### src/common/tcm_pkg.sv
// Purpose: Shared constants and types for the three-channel temperature limit monitor.
// Assumes: Byte-wide register port with 4-bit offsets; converter results arrive as strobes.
// Notes: Channel 0 and 1 are remote diodes, channel 2 is the on-die diode.
// Contract
// - Readout is signed byte, one degree per step
// - Per-channel readout at 0Bh, read-only, resets zero
// - Per-channel high limit at 0Ch, compared each reading
// - Per-channel low limit at 0Dh, compared each reading
// - Per-channel overtemp limit at 0Eh, compared each reading
// - Event status 00h: remote1, remote2, local bit pairs
// - Offset 02h enables each event onto SMI
// - Offset 04h enables each event onto IRQ
// - Bank field selects channel; values above 2 reserved
// - Limit flags bits 3-1 cleared by writing one
// - End-of-conversion flag set on load, write-one clears
// - Low flag set when readout below low limit
package tcm_pkg;

  localparam int unsigned TCM_NUM_CH = 3;

  // Register offsets
  localparam logic [3:0] TCM_OFS_EVT_STATUS = 4'h0;
  localparam logic [3:0] TCM_OFS_EVT_SMI_EN = 4'h2;
  localparam logic [3:0] TCM_OFS_EVT_IRQ_EN = 4'h4;
  localparam logic [3:0] TCM_OFS_MON_CONFIG = 4'h8;
  localparam logic [3:0] TCM_OFS_BANK_SEL = 4'h9;
  localparam logic [3:0] TCM_OFS_CH_CFG_STS = 4'hA;
  localparam logic [3:0] TCM_OFS_CH_READOUT = 4'hB;
  localparam logic [3:0] TCM_OFS_CH_HIGH = 4'hC;
  localparam logic [3:0] TCM_OFS_CH_LOW = 4'hD;
  localparam logic [3:0] TCM_OFS_CH_OVER = 4'hE;

  // Reset values
  localparam logic [7:0] TCM_RST_READOUT = 8'h00;
  localparam logic [7:0] TCM_RST_HIGH = 8'h7F;
  localparam logic [7:0] TCM_RST_LOW = 8'hC9;
  localparam logic [7:0] TCM_RST_OVER = 8'h7F;
  localparam logic [1:0] TCM_RST_MON_CONFIG = 2'h3;
  localparam logic [3:0] TCM_RST_BANK = 4'h0;

  // Channel configuration and status bit positions
  localparam int unsigned TCM_CFS_EOC = 7;
  localparam int unsigned TCM_CFS_OPEN = 6;
  localparam int unsigned TCM_CFS_OTS_OE = 5;
  localparam int unsigned TCM_CFS_ALERT_OE = 4;
  localparam int unsigned TCM_CFS_OVER = 3;
  localparam int unsigned TCM_CFS_HIGH = 2;
  localparam int unsigned TCM_CFS_LOW = 1;
  localparam int unsigned TCM_CFS_EN = 0;

  // Monitor configuration bit positions
  localparam int unsigned TCM_CFG_STANDBY = 0;
  localparam int unsigned TCM_CFG_EXT_VREF = 1;

  // Event field width (two bits per channel)
  localparam int unsigned TCM_EVT_W = 2 * TCM_NUM_CH;

  // Register port request from the logical-device I/O window
  typedef struct packed {
    logic wr;
    logic rd;
    logic [3:0] addr;
    logic [7:0] wdata;
  } tcm_reg_req_t;

  // Converter result strobe
  typedef struct packed {
    logic valid;
    logic [1:0] chan;
    logic open_fault;
    logic signed [7:0] temp;
  } tcm_conv_t;

  // Per-channel limits and configuration
  typedef struct packed {
    logic signed [7:0] high;
    logic signed [7:0] low;
    logic signed [7:0] over;
    logic en;
    logic alert_oe;
    logic ots_oe;
  } tcm_ch_cfg_t;

endpackage

### src/hdl/tcm_chan_regs.sv
// Purpose: Writable limit and configuration storage for one temperature channel.
// Assumes: Caller gates i_wr_en with the bank selection for this channel.
// Notes: Status flags live in the top module; only software-owned state is kept here.
module tcm_chan_regs
  import tcm_pkg::*;
(
  input wire logic i_core_clk,
  input wire logic i_srst,
  input wire logic i_wr_en,
  input wire logic [3:0] i_addr,
  input wire logic [7:0] i_wdata,
  output tcm_ch_cfg_t o_cfg
);

  tcm_ch_cfg_t cfg_r;

  // Limits and enables take software writes directly
  always_ff @(posedge i_core_clk)
  begin
    if (i_srst)
    begin
      cfg_r.high <= TCM_RST_HIGH;
      cfg_r.low <= TCM_RST_LOW;
      cfg_r.over <= TCM_RST_OVER;
      cfg_r.en <= 1'b0;
      cfg_r.alert_oe <= 1'b0;
      cfg_r.ots_oe <= 1'b0;
    end
    else if (i_wr_en)
    begin
      unique case (i_addr)
        TCM_OFS_CH_HIGH: cfg_r.high <= i_wdata;
        TCM_OFS_CH_LOW: cfg_r.low <= i_wdata;
        TCM_OFS_CH_OVER: cfg_r.over <= i_wdata;
        TCM_OFS_CH_CFG_STS:
        begin
          cfg_r.en <= i_wdata[TCM_CFS_EN];
          cfg_r.alert_oe <= i_wdata[TCM_CFS_ALERT_OE];
          cfg_r.ots_oe <= i_wdata[TCM_CFS_OTS_OE];
        end
        default: cfg_r <= cfg_r;
      endcase
    end
  end

  assign o_cfg = cfg_r;

endmodule

### src/hdl/tcm_monitor.sv
// Purpose: Register file, limit comparison and event routing of the temperature monitor.
// Assumes: Register requests and converter strobes are synchronous to i_core_clk.
// Notes: Read data is registered and valid the cycle after a read strobe.
module tcm_monitor
  import tcm_pkg::*;
(
  input wire logic i_core_clk,
  input wire logic i_srst,
  input tcm_reg_req_t i_reg,
  input tcm_conv_t i_conv,
  output logic [7:0] o_rdata,
  output logic o_rvalid,
  output logic o_smi,
  output logic o_irq,
  output logic o_alert,
  output logic o_overtemp_shutdown_output,
  output logic o_standby,
  output logic o_ext_vref
);

  logic [3:0] bank_r;
  logic [1:0] mon_cfg_r;
  logic [TCM_EVT_W-1:0] evt_status_r;
  logic [TCM_EVT_W-1:0] evt_smi_en_r;
  logic [TCM_EVT_W-1:0] evt_irq_en_r;
  logic [TCM_EVT_W-1:0] evt_set;
  logic [TCM_NUM_CH-1:0] alert_lvl;
  logic [TCM_NUM_CH-1:0] ots_lvl;
  logic [7:0] rdata_r;
  logic rvalid_r;
  logic bank_ok;
  logic [7:0] bank_rd;
  logic [1:0] bank_idx;
  tcm_ch_cfg_t ch_cfg [TCM_NUM_CH];
  logic [7:0] ch_readout_r [TCM_NUM_CH];
  logic [7:0] ch_flags_r [TCM_NUM_CH];
  logic [7:0] ch_cfs [TCM_NUM_CH];

  // Reserved bank codes select nothing, so banked accesses there read zero
  assign bank_ok = (bank_r < 4'(TCM_NUM_CH));
  assign bank_idx = bank_r[1:0];

  // Global writable registers
  always_ff @(posedge i_core_clk)
  begin
    if (i_srst)
    begin
      bank_r <= TCM_RST_BANK;
      mon_cfg_r <= TCM_RST_MON_CONFIG;
      evt_smi_en_r <= '0;
      evt_irq_en_r <= '0;
    end
    else if (i_reg.wr)
    begin
      unique case (i_reg.addr)
        TCM_OFS_BANK_SEL: bank_r <= i_reg.wdata[3:0];
        TCM_OFS_MON_CONFIG: mon_cfg_r <= i_reg.wdata[1:0];
        TCM_OFS_EVT_SMI_EN: evt_smi_en_r <= i_reg.wdata[TCM_EVT_W-1:0];
        TCM_OFS_EVT_IRQ_EN: evt_irq_en_r <= i_reg.wdata[TCM_EVT_W-1:0];
        default: bank_r <= bank_r;
      endcase
    end
  end

  assign o_standby = mon_cfg_r[TCM_CFG_STANDBY];
  assign o_ext_vref = mon_cfg_r[TCM_CFG_EXT_VREF];

  // One slice per channel: limits, readout, flags and event sources
  genvar gc;
  generate
    for (gc = 0; gc < TCM_NUM_CH; gc++)
    begin : g_ch
      logic sel_wr;
      logic load;
      logic w1c;
      logic hi_hit;
      logic lo_hit;
      logic ot_hit;

      assign sel_wr = i_reg.wr && bank_ok && (bank_idx == 2'(gc));
      // Standby parks the converter path, so stray strobes are ignored
      assign load = i_conv.valid && (i_conv.chan == 2'(gc)) && !o_standby;
      assign w1c = sel_wr && (i_reg.addr == TCM_OFS_CH_CFG_STS);

      tcm_chan_regs u_regs (
        .i_core_clk(i_core_clk),
        .i_srst(i_srst),
        .i_wr_en(sel_wr),
        .i_addr(i_reg.addr),
        .i_wdata(i_reg.wdata),
        .o_cfg(ch_cfg[gc])
      );

      // Signed compares against the new sample, not the stored one
      assign hi_hit = load && (i_conv.temp > ch_cfg[gc].high);
      assign lo_hit = load && (i_conv.temp < ch_cfg[gc].low);
      assign ot_hit = load && (i_conv.temp > ch_cfg[gc].over);

      // Latest sample per channel
      always_ff @(posedge i_core_clk)
      begin
        if (i_srst)
          ch_readout_r[gc] <= TCM_RST_READOUT;
        else if (load)
          ch_readout_r[gc] <= i_conv.temp;
      end

      // Sticky flags; a hardware set beats a same-cycle write-one clear
      always_ff @(posedge i_core_clk)
      begin
        if (i_srst)
          ch_flags_r[gc] <= '0;
        else
        begin
          ch_flags_r[gc][TCM_CFS_EOC] <= load ||
            (ch_flags_r[gc][TCM_CFS_EOC] && !(w1c && i_reg.wdata[TCM_CFS_EOC]));
          ch_flags_r[gc][TCM_CFS_OPEN] <= (load && i_conv.open_fault) ||
            (ch_flags_r[gc][TCM_CFS_OPEN] && !(w1c && i_reg.wdata[TCM_CFS_OPEN]));
          ch_flags_r[gc][TCM_CFS_OVER] <= ot_hit ||
            (ch_flags_r[gc][TCM_CFS_OVER] && !(w1c && i_reg.wdata[TCM_CFS_OVER]));
          ch_flags_r[gc][TCM_CFS_HIGH] <= hi_hit ||
            (ch_flags_r[gc][TCM_CFS_HIGH] && !(w1c && i_reg.wdata[TCM_CFS_HIGH]));
          ch_flags_r[gc][TCM_CFS_LOW] <= lo_hit ||
            (ch_flags_r[gc][TCM_CFS_LOW] && !(w1c && i_reg.wdata[TCM_CFS_LOW]));
        end
      end

      // Readback view merges software config with hardware flags
      always_comb
      begin
        ch_cfs[gc] = ch_flags_r[gc];
        ch_cfs[gc][TCM_CFS_EN] = ch_cfg[gc].en;
        ch_cfs[gc][TCM_CFS_ALERT_OE] = ch_cfg[gc].alert_oe;
        ch_cfs[gc][TCM_CFS_OTS_OE] = ch_cfg[gc].ots_oe;
      end

      // Event sources are gated by channel and output enables
      assign evt_set[2*gc] = (hi_hit || lo_hit) && ch_cfg[gc].en &&
        ch_cfg[gc].alert_oe;
      assign evt_set[2*gc+1] = ot_hit && ch_cfg[gc].en && ch_cfg[gc].ots_oe;

      // Pin levels follow the sticky flags until software clears them
      assign alert_lvl[gc] = ch_cfg[gc].en && ch_cfg[gc].alert_oe &&
        (ch_flags_r[gc][TCM_CFS_HIGH] || ch_flags_r[gc][TCM_CFS_LOW]);
      assign ots_lvl[gc] = ch_cfg[gc].en && ch_cfg[gc].ots_oe &&
        ch_flags_r[gc][TCM_CFS_OVER];
    end
  endgenerate

  // Event status: sticky, write-one-to-clear, set wins over clear
  always_ff @(posedge i_core_clk)
  begin
    if (i_srst)
      evt_status_r <= '0;
    else if (i_reg.wr && (i_reg.addr == TCM_OFS_EVT_STATUS))
      evt_status_r <= evt_set | (evt_status_r & ~i_reg.wdata[TCM_EVT_W-1:0]);
    else
      evt_status_r <= evt_set | evt_status_r;
  end

  // Interrupt routing; a status bit reaches a line only when enabled for it
  always_ff @(posedge i_core_clk)
  begin
    if (i_srst)
    begin
      o_smi <= 1'b0;
      o_irq <= 1'b0;
      o_alert <= 1'b0;
      o_overtemp_shutdown_output <= 1'b0;
    end
    else
    begin
      o_smi <= |(evt_status_r & evt_smi_en_r);
      o_irq <= |(evt_status_r & evt_irq_en_r);
      o_alert <= |alert_lvl;
      o_overtemp_shutdown_output <= |ots_lvl;
    end
  end

  // Banked window mux; reserved bank codes read zero
  always_comb
  begin
    bank_rd = '0;
    if (bank_ok)
    begin
      unique case (i_reg.addr)
        TCM_OFS_CH_CFG_STS: bank_rd = ch_cfs[bank_idx];
        TCM_OFS_CH_READOUT: bank_rd = ch_readout_r[bank_idx];
        TCM_OFS_CH_HIGH: bank_rd = ch_cfg[bank_idx].high;
        TCM_OFS_CH_LOW: bank_rd = ch_cfg[bank_idx].low;
        TCM_OFS_CH_OVER: bank_rd = ch_cfg[bank_idx].over;
        default: bank_rd = '0;
      endcase
    end
  end

  // Registered read data; reserved offsets and bits read as zero
  always_ff @(posedge i_core_clk)
  begin
    if (i_srst)
    begin
      rdata_r <= '0;
      rvalid_r <= 1'b0;
    end
    else
    begin
      rvalid_r <= i_reg.rd;
      if (i_reg.rd)
      begin
        unique case (i_reg.addr)
          TCM_OFS_EVT_STATUS: rdata_r <= 8'(evt_status_r);
          TCM_OFS_EVT_SMI_EN: rdata_r <= 8'(evt_smi_en_r);
          TCM_OFS_EVT_IRQ_EN: rdata_r <= 8'(evt_irq_en_r);
          TCM_OFS_MON_CONFIG: rdata_r <= 8'(mon_cfg_r);
          TCM_OFS_BANK_SEL: rdata_r <= 8'(bank_r);
          default: rdata_r <= bank_rd;
        endcase
      end
    end
  end

  assign o_rdata = rdata_r;
  assign o_rvalid = rvalid_r;

endmodule

### config.mk
export PLATFORM = sky130hd
export DESIGN_NAME = tcm_monitor
export DESIGN_NICKNAME = d
export VERILOG_FILES = /design/src/common/tcm_pkg.sv /design/src/hdl/tcm_chan_regs.sv /design/src/hdl/tcm_monitor.sv
export SDC_FILE = /design/constraint.sdc
export NUM_CORES = 1
export LEC_CHECK = 0
export ABC_AREA = 1
export BUFFER_PORTS_ARGS = -buffer_cell sky130_fd_sc_hd__buf_2
export CELL_PAD_IN_SITES_DETAIL_PLACEMENT = 0
export CELL_PAD_IN_SITES_GLOBAL_PLACEMENT = 1
export CORE_UTILIZATION = 35
export CTS_CLUSTER_DIAMETER = 150
export DETAILED_ROUTE_END_ITERATION = 8
export GPL_TIMING_DRIVEN = 0
export PLACE_DENSITY_LB_ADDON = 0.1
export SLEW_MARGIN = 20
export SYNTH_ARGS = -nofsm -noshare
export SYNTH_HDL_FRONTEND = slang
export SYNTH_SLANG_ARGS = --single-unit
### constraint.sdc
create_clock -name i_core_clk -period 2.4 [get_ports i_core_clk]
set_input_delay 0.72 -clock i_core_clk [delete_from_list [all_inputs] [get_ports i_core_clk]]
set_output_delay 0.72 -clock i_core_clk [all_outputs]
set_load 0.01 [all_outputs]
[Yosys cells after proc, flatten, opt, wreduce, memory -nomap -nowiden]
Memory sizes are Yosys's and may differ from the RTL's. A register that Yosys moved wholly into a read port is not among the register bits.
Index checks and enable logic that the tools add are counted.
Operators by class
  equality and inequality tests: 13
  reductions and logical operators: 140
  bitwise logic cells: 25
  magnitude comparators: 11
  mux-type cells: 42
Operators by type and width (number)
  1-bit logical AND: 80
  8-bit one-hot mux with 5 select lines: 2
  27-bit binary-select mux with 2-bit select: 1
  27-bit 2-to-1 mux: 2
  8-bit > comparator: 6
  8-bit 2-to-1 mux: 6
  2-bit AND reduction: 16
  4-bit equality test, second input constant: 7
  1-bit 2-to-1 mux: 27
  8-bit less-than comparator: 3
  1-bit logical OR: 21
  6-bit bitwise AND: 3
  1-bit OR: 18
  8-bit binary-select mux with 2-bit select: 1
  1-bit logical NOT: 16
  6-bit OR: 2
  6-bit OR reduction: 2
  6-bit 2-to-1 mux: 1
  6-bit NOT: 1
  3-bit OR reduction: 2
  2-bit by 1-bit equality test with 1-bit output, second input constant: 2
  2-bit equality test, second input constant: 2
  4-bit by 2-bit equality test with 1-bit output, second input constant: 1
  4-bit by 3-bit equality test with 1-bit output, second input constant: 1
  other kinds (6): 8
Storage, ports and cells
  input port bits: 28
  memory bits (writable): 39
  flip-flop bits (word level): 118
  output and inout bits: 15
  memories: 2
  logic and storage cells: 262
Memories
  ch_readout_r: words 3, bits a word 8, rd ports 1, clocked after memory_dff 1, wr ports 3, RTL line tcm_monitor.sv:35  | logic [7:0] ch_readout_r [TCM_NUM_CH];
  ch_flags_r: words 3, bits a word 5, rd ports 3, clocked after memory_dff 0, wr ports 3, RTL line tcm_monitor.sv:36  | logic [7:0] ch_flags_r [TCM_NUM_CH];

[Depth between registers and ports, before layout]
Gate-level depths: netlist of run 1.
  word-level depth: 9
  mapped depth: 14

[By module]
From an unflattened synthesis of run 1, not the netlist that was laid out.
Unflattened totals
  cells, all modules: 1367
  area total of the unflattened synthesis: 9389.0 sq um
By module, submodules not included
  tcm_monitor: cells an instance 932, seq. area each 1801.7 sq um, area each 6164.7 sq um, times used 1
  tcm_chan_regs: cells an instance 145, seq. area each 540.5 sq um, area each 1074.8 sq um, times used 3

[Worst setup path after synthesis of run 1]
OpenSTA, ideal clock, no wires.
  path kind: input to register
  start point: input i_conv[0] in the netlist's numbering
  end point: register evt_status_r[5]
  path slack: 0.532 ns
  stages: 7
  data arrival time: 1.797 ns
  buffers on the path: 0
  data required time: 2.330 ns
  setup time: 0.070 ns
  cell sequence: inv_1 ha_1 nand3_1 nor2_1 a221oi_1 nand3_1 a21oi_1
Between the ends
  longest elaborated chain between the ends: 6
RTL lines
  start: declaration: RTL line tcm_monitor.sv:10  | input tcm_conv_t i_conv,
  8-bit > comparator (*): RTL line tcm_monitor.sv:97  | assign ot_hit = load && (i_conv.temp > ch_cfg[gc].over);
  1-bit logical AND (*): RTL line tcm_monitor.sv:97
  1-bit logical AND (*) (2 in series): RTL line tcm_monitor.sv:140  | assign evt_set[2*gc+1] = ot_hit && ch_cfg[gc].en && ch_cfg[gc].ots_oe;
  6-bit OR (on tied branches): RTL line tcm_monitor.sv:158, tcm_monitor.sv:156
  6-bit 2-to-1 mux (*): RTL line tcm_monitor.sv:155  | else if (i_reg.wr && (i_reg.addr == TCM_OFS_EVT_STATUS))
  end signal: assignment: RTL line tcm_monitor.sv:156  | evt_status_r <= evt_set | (evt_status_r & ~i_reg.wdata[TCM_EVT_W-1:0]);
  end signal: assignment: RTL line tcm_monitor.sv:158  | evt_status_r <= evt_set | evt_status_r;
  end: declaration: RTL line tcm_monitor.sv:23  | logic [TCM_EVT_W-1:0] evt_status_r;
Mark *: on every way between the ends. The rest lies on a longest branch, timed or not.
A chain may end at the register's enable or synchronous reset.

[Worst setup path in the final report of run 1]
  start point: register bank_r[1]
  end point: register rdata_r[3] (netlist: o_rdata[3])
Between the ends
  longest elaborated chain between the ends: 7
RTL lines
  start: declaration: RTL line tcm_monitor.sv:21  | logic [3:0] bank_r;
  start signal: assignment: RTL line tcm_monitor.sv:56  | TCM_OFS_BANK_SEL: bank_r <= i_reg.wdata[3:0];
  start signal: assignment: RTL line tcm_monitor.sv:60  | default: bank_r <= bank_r;
  2-bit NOT with 3-bit output (implied by the code)
  27-bit binary-select mux with 2-bit select or 8-bit binary-select mux with 2-bit select (tied branches)
  27-bit 2-to-1 mux (implied by the code) or 8-bit 2-to-1 mux (tied branches) (2 in series): RTL line tcm_monitor.sv:191, tcm_monitor.sv:187
  8-bit one-hot mux with 5 select lines: RTL line tcm_monitor.sv:186  | unique case (i_reg.addr)
  8-bit 2-to-1 mux (*): RTL line tcm_monitor.sv:184  | if (bank_ok)
  8-bit one-hot mux with 5 select lines (*): RTL line tcm_monitor.sv:210  | unique case (i_reg.addr)
  end signal: assignment: RTL line tcm_monitor.sv:211  | TCM_OFS_EVT_STATUS: rdata_r <= 8'(evt_status_r);
  end signal: assignment: RTL line tcm_monitor.sv:212  | TCM_OFS_EVT_SMI_EN: rdata_r <= 8'(evt_smi_en_r);
  end signal: assignment: RTL line tcm_monitor.sv:213  | TCM_OFS_EVT_IRQ_EN: rdata_r <= 8'(evt_irq_en_r);
  end: declaration: RTL line tcm_monitor.sv:29  | logic [7:0] rdata_r;
Mark *: on every way between the ends. The rest lies on a longest branch, timed or not. The select of a mux whose other input is x is not followed.

==> impl_results.md, run 1 <==
* DRC errors left at 0
* Final Non-Filler Cells at 1618
* CP top delay family: compound AO/OA/AOI/OAI gates
* Worst path bufs/invs at 2
* Hold endpoint: o_rdata[6]
* Post-synth top area cell: dfxtp_1
* CTS sink cnt at 159
* Post-DP HPWL at 25.3 mm
* Setup WS pre-CTS at -0.207 ns
* Peak fanout along the critical path at 10
* Setup TNS at 0 ns
* Most frequent cell after synthesis: nand2_1
* Initial antenna violation count at 0
* # nets final at 1378
* Placed insts at 1586
* Worst r2r dst: o_rdata[3]
* Setup CP Type: reg -> reg
* Fin Hold WS at 0.465 ns
* Synth-to-layout area growth at 13.4%
* Slew @ Worst Pin at 0.892 ns
* EDFF count, synth at 24
* Buffers added on ports at 36
* Relative max-transition margin at 40.5%
* Initial DRC Count at 612
* Setup crit end kind: flip-flop
* First-pass GRT wire length at 50.0 mm
* RSZ-0062 raised after global routing: false
* Initial core utilization at 36.1%
* H-tree depth at 4
* Post-synthesis sequential element count at 159
* Syn Nets at 1323
* Rows at 57
* Yosys warns at 0
* CP cell instances: inv_2, nand2_1, clkbuf_4, o21ai_0, o21ai_0, nand3_1, o21ai_1, a21oi_1
* Worst hold path type: reg -> reg
* # fillers at 2665
* Critical Path RT at 2.69 ns
* Async set or reset register ratio after synthesis at 0%
* Most used cell, CP: o21ai_0
* Vias in the first global route at 7751
* Reg-to-Reg Start: bank_r[1]
* Maximum VDD drop at 418 uV
* Mapped Area at 0.00889 mm2
* Vias per cell at 5.17
* Total of max-cap violations at 0
* I/O Pins at 43
* Reg-to-reg slack, setup at 0.02 ns
* Synth area leaders: dfxtp_1, nand2_1, ha_1
* Status: completed
* Final WS setup at 0.0158 ns
* Final Hold Vio Count at 0
* Skew final at 0.0169 ns
* Clock-pin slew on the worst setup and hold paths at 0.07 ns
* Syn Inst Count at 1226
* Vias at 8364
* DIE AREA at 0.0260 mm2
* Final antenna-violating net count at 0
* Startpoint types: flip-flop
* Layout cell share with drive strength beyond 1 at 10.0%
* Post-synth top area share at 30.4%
* Max Freq at 419 MHz
* Leakage at 0.00479 uW
* Final WL at 33.9 mm
* All-Layer GR Usage at 26.8%
* Sequential area share after synthesis at 38.5%
* Hold Crit Start: o_rdata[6]
* WP data arrival at 2.67 ns
* Clock Tree Buf Depth at 2
* R2R depth at 8
* Final period utilization at 99.3%
* Power Density at 611 mW/mm2
* CTS tree: done
* TritonCTS buffer count at 17
* Root Buffer Master: clkbuf_16
* Worst path max stage delay at 0.45 ns
* Unique masters post-synth at 38
* Synth top cells by count: nand2_1, inv_1, o21ai_0, a21oi_1, dfxtp_1
* Max stage delay cell, worst path: dfxtp_1
* Post-Syn Area per Cell at 7.25 um2
* Most used DFF post-synth: dfxtp_1
* Die H at 161 um
* Largest net degree at the start of global routing at 17
* Die Wd at 161 um
* GPL Wtd Cong at 0.889
* Clock latency on the worst-skew pair at 0.44 ns
* GRT overflow at 0
* Final Critical Period at 2.38 ns
* Ant. Diodes at 0
* DR WL/cell at 20.9 um
* Placeable Area at 0.0246 mm2
* Hold-critical path depth at 2
* Slew Viols, Final at 0
* DR pass1 iterations at 5
* Final setup vio count at 0
-- sequential cells by signal, indices dropped and copies added, names as in the netlist, 2 cells and up, named ones only --
| signal | count |
|---|---|
| ch_flags_r | 15 |
| o_rdata | 8 |
| evt_status_r | 6 |
| evt_irq_en_r | 6 |
| bank_r | 4 |
| ch_readout_r | 24 |
| mon_cfg_r | 2 |
| evt_smi_en_r | 6 |
| g_ch.u_regs.o_cfg | 81 |
-- how the worst max path moves through the flow --
stage | slack [ns] | endpoint | startpoint | cells past startpoint
detailed placement | -0.21 | evt_status_r[0] | i_conv[0] | 15
global placement | -0.22 | evt_status_r[0] | i_conv[0] | 15
global route | 0.05 | o_rdata[6] | flip-flop | 6
CTS | 0.07 | o_rdata[6] | bank_r[1] | 7
finish | 0.02 | o_rdata[3] | bank_r[1] | 8
floorplan | 0.53 | evt_status_r[5] | i_conv[0] | 7
-- routing by layer --
layer  wire length (um)  up-vias  track usage, %
met3               1560       30            3.72
met4                444        0            6.13
met1              16600     3937            37.9
met5                  0        -               0
li1                   -     4169               -
met2              15300      228            43.0
-- power breakdown --
| group | switching (uW) | total, uW | internal, uW |
|---|---|---|---|
| clock | 1270 | 2840 | 1570 |
| combinational | 425 | 578 | 153 |
| sequential | 16.9 | 2750 | 2730 |
| total | 1710 | 6160 | 4460 |
-- cell type report --
class / count / area, um2 / area share (%)
flip-flops and latches: 159 / 3420 / 33.9
well taps: 324 / 405 / 4.02
inverters: 184 / 697 / 6.91
multi-input cells: 837 / 4540 / 45.0
plain buffers: 46 / 235 / 2.33
repair buffers: 36 / 180 / 1.79
clock buffers: 17 / 425 / 4.22
clock inverters: 15 / 175 / 1.74
-- kinds of logic (layout without fill, tap and decap cells) --
| group | count (synthesis) | count (layout) | synth area share [%] |
|---|---|---|---|
| DFF | 159 | 159 | 38.5 |
| buffers and inverters | 230 | 298 | 10.4 |
| and+or+nand+nor | 411 | 411 | 19.8 |
| AOI/OAI and AO/OA | 353 | 353 | 21.1 |
| muxes | 4 | 4 | 0.450 |
| adders and majority gates | 69 | 69 | 9.71 |
-- layout by cell type (no fill, tap or decap), drive strengths merged, types with 5 or more instances in the layout --
master | synthesis | routed
a21oi | 148 | 148
buf | 22 | 58
clkbuf | 24 | 41
clkinv | 2 | 6
dfxtp | 135 | 135
edfxtp | 24 | 24
ha | 69 | 69
inv | 182 | 189
nand2 | 267 | 267
nand3 | 47 | 47
nor2 | 82 | 82
nor3 | 9 | 9
o211ai | 19 | 19
o21ai | 162 | 162
o221ai | 5 | 5
o22ai | 6 | 6
-- worst register-to-register path, stage by stage, from the launching register on --
cell	delay, ns
dfxtp_1	0.45
inv_2	0.18
nand2_1	0.27
clkbuf_4	0.31
o21ai_0	0.14
o21ai_0	0.35
nand3_1	0.20
o21ai_1	0.26
a21oi_1	0.09
-- per-stage QoR --
stage / total power [uW] / util [%] / cell area (um2)
after CTS: 6190 / 41.0 / 10100
after global placement: 3380 / 38.5 / 9480
after global routing: 6380 / 41.0 / 10100
after detailed placement: 3380 / 38.5 / 9480
final: 6160 / 41.0 / 10100
after floorplan: 3140 / - / 8890
-- what timing repair did --
action                     in CTS  in global routing
pin swaps                       0                  0
buffers inserted                0                  0
hold buffers                    0                  0
setup endpoints to repair       1                  1
resized for setup               1                  3
No activity file was read; power rests on OpenSTA's default activity.
==> run 2, diff against run 1 <==
--- a/config.mk
+++ b/config.mk
@@ -5,7 +5,6 @@
 export SDC_FILE = /design/constraint.sdc
 export NUM_CORES = 1
 export LEC_CHECK = 0
-export ABC_AREA = 1
 export BUFFER_PORTS_ARGS = -buffer_cell sky130_fd_sc_hd__buf_2
 export CELL_PAD_IN_SITES_DETAIL_PLACEMENT = 0
 export CELL_PAD_IN_SITES_GLOBAL_PLACEMENT = 1
@@ -14,7 +13,6 @@
 export DETAILED_ROUTE_END_ITERATION = 8
 export GPL_TIMING_DRIVEN = 0
 export PLACE_DENSITY_LB_ADDON = 0.1
-export SLEW_MARGIN = 20
 export SYNTH_ARGS = -nofsm -noshare
 export SYNTH_HDL_FRONTEND = slang
 export SYNTH_SLANG_ARGS = --single-unit
==> run 2 against run 1 <==
Effect of this change: non-clock buffer count is 28 higher; combinational power is 0.7% higher; wire length is 7.2% higher; final cell count is 10% lower; design area is 3.0% higher; global-route usage is 1.3 points higher; register-to-register slack better by 0.03 ns; critical path type unchanged.
==> impl_results.md, run 2 <==
* Vias at 8327
* EDFF count, synth at 24
* Post-Syn Area per Cell at 8.56 um2
* Final WL at 36.3 mm
* Final WS setup at 0.0491 ns
* Total of max-cap violations at 0
* Skew final at 0.00860 ns
* Initial core utilization at 35.8%
* Syn Nets at 1149
* Reg-to-reg slack, setup at 0.05 ns
* Power Density at 585 mW/mm2
* Status: completed
* Vias in the first global route at 7982
* Worst hold path type: reg -> reg
* Hold-critical path depth at 2
* Simple-Gate Fraction of Synth Area at 19.1%
* Setup WS pre-CTS at -0.926 ns
* First-pass GRT wire length at 52.6 mm
* Maximum VDD drop at 417 uV
* Clock latency on the worst-skew pair at 0.44 ns
* # nets final at 1211
* Placeable Area at 0.0252 mm2
* Die H at 162 um
* WP data arrival at 2.65 ns
* Initial antenna violation count at 0
* CTS sink cnt at 159
* Initial DRC Count at 605
* Syn Inst Count at 1052
* Reg-to-Reg Start: bank_r[1]
* # fillers at 2612
* Post-synthesis sequential element count at 159
* Clock-pin slew on the worst setup and hold paths at 0.07 ns
* Final Critical Period at 2.35 ns
* Post-synth top area share at 30.0%
* Synth-to-layout area growth at 15.3%
* Yosys warns at 0
* H-tree depth at 4
* I/O Pins at 43
* Synth top cells by count: nand2_1, dfxtp_1, inv_1, ha_1, mux2i_1
* Compound-cell area share of the yosys netlist at 19.7%
* Pwr Total at 6070 uW
* DRC errors left at 0
* Ant. Diodes at 0
* DR WL/cell at 24.9 um
* Synth area leaders: dfxtp_1, ha_1, edfxtp_1
* Slew Viols, Final at 0
* Leakage at 0.00437 uW
* DR pass1 iterations at 5
* Peak fanout along the critical path at 10
* Async set or reset register ratio after synthesis at 0%
* Root Buffer Master: clkbuf_16
* Setup CP Type: reg -> reg
* Largest net degree at the start of global routing at 17
* Rows at 58
* Most frequent cell after synthesis: nand2_1
* Worst r2r dst: o_rdata[1]
* All-Layer GR Usage at 28.0%
* Synth Area in Adders at 9.58%
* Largest family of logic cells by synthesized area: compound AO/OA/AOI/OAI gates
* Most frequent cells in the layout: nand2_1, dfxtp_1, inv_1
* Clock Tree Buf Depth at 2
* Final period utilization at 98.0%
* Vias per cell at 5.72
* Critical Path RT at 2.70 ns
* DIE AREA at 0.0264 mm2
* Hold endpoint: o_rdata[7]
* Relative max-transition margin at 37.4%
* XOR/XNOR Fraction of Synth Area at 0%
* R2R depth at 7
* Most common cell after layout, fill and taps aside: nand2_1
* Post-DP HPWL at 26.4 mm
* CTS tree: done
* Slew @ Worst Pin at 0.939 ns
* Buffers added on ports at 37
* Startpoint types: flip-flop
* Setup crit end kind: flip-flop
* Layout cell share with drive strength beyond 1 at 11.7%
* Unique masters post-synth at 63
* Hold Crit Start: o_rdata[7]
* Max Freq at 425 MHz
* Final setup vio count at 0
* TritonCTS buffer count at 17
* Mapped Area at 0.00901 mm2
* Max reg flops at 81
* Sequential area share after synthesis at 38.0%
* Final antenna-violating net count at 0
* Most used DFF post-synth: dfxtp_1
* Final Hold Vio Count at 0
* GPL Wtd Cong at 0.904
* GRT overflow at 0
* Die Wd at 162 um
* Fraction of synthesized area in multiplexers at 7.11%
* Fin Hold WS at 0.456 ns
* Post-synth top area cell: dfxtp_1
## run 2: critical path: stages, from the launching register on
cell       delay [ns]
dfxtp_1          0.35
clkbuf_4         0.27
buf_6            0.25
mux2i_1          0.29
o2bb2ai_1        0.15
a22o_1           0.23
a211oi_1         0.50
o22ai_1          0.16
## run 2: layout make-up
class	instances	area [um2]	share of cell area (%)
clock inverters	15	148	1.42
repair buffers	44	248	2.38
plain buffers	66	319	3.07
flip-flops and latches	159	3420	32.9
inverters	79	300	2.89
clock buffers	17	425	4.09
well taps	330	413	3.97
multi-input cells	747	5110	49.2
## run 2: through the flow
| step | instances | utilization [%] | setup TNS [ns] | instance area [um2] |
|---|---|---|---|---|
| floorplan | 1052 | - | 0 | 9010 |
| global placement | 1419 | 38.2 | -65.19 | 9610 |
| detailed placement | 1421 | 38.3 | -49.84 | 9640 |
| CTS | 1455 | 40.9 | 0 | 10300 |
| global route | 1457 | 41.3 | -0.00422 | 10400 |
| finish | 1457 | 41.3 | 0 | 10400 |
## run 2: what timing repair did
item	4_1_cts	5_1_grt
resized for setup	29	22
setup buffers	2	3
pin swaps	2	2
hold buffers	0	0
setup endpoints to repair	39	42
## run 2: per-layer routing
layer	vias up	part of all wire [%]	GRT usage (%)
met4	0	2.5	8.40
met3	49	5.6	4.61
met5	-	0	0
met1	4073	46	37.6
met2	262	46	45.9
li1	3943	-	-
## run 2: cells by family after synthesis
logic type      Yosys count
flops                   159
compound gates          266
buf+inv                 146
simple gates            348
mux                      64
fa+ha+maj                69
## run 2: power breakdown
part	switching, uW	leakage (uW)	total, uW	internal [uW]
registers	16.5	0.00134	2750	2730
clock network	1290	0.000270	2750	1460
logic	413	0.00276	582	169
## run 2: worst max path at each step
stage | start | cells after the start | slack [ns] | endpoint
global placement | i_conv[9] | 6 | -1.05 | evt_status_r[2]
detailed placement | i_reg[8] | 7 | -0.93 | o_rdata[3]
finish | bank_r[1] | 7 | 0.05 | o_rdata[1]
floorplan | i_conv[3] | 6 | 0.12 | evt_status_r[2]
CTS | i_reg[11] | 7 | 0.0005 | ch_flags_r[0][4]
global route | i_reg[9] | 8 | -0.004 | ch_flags_r[0][4]
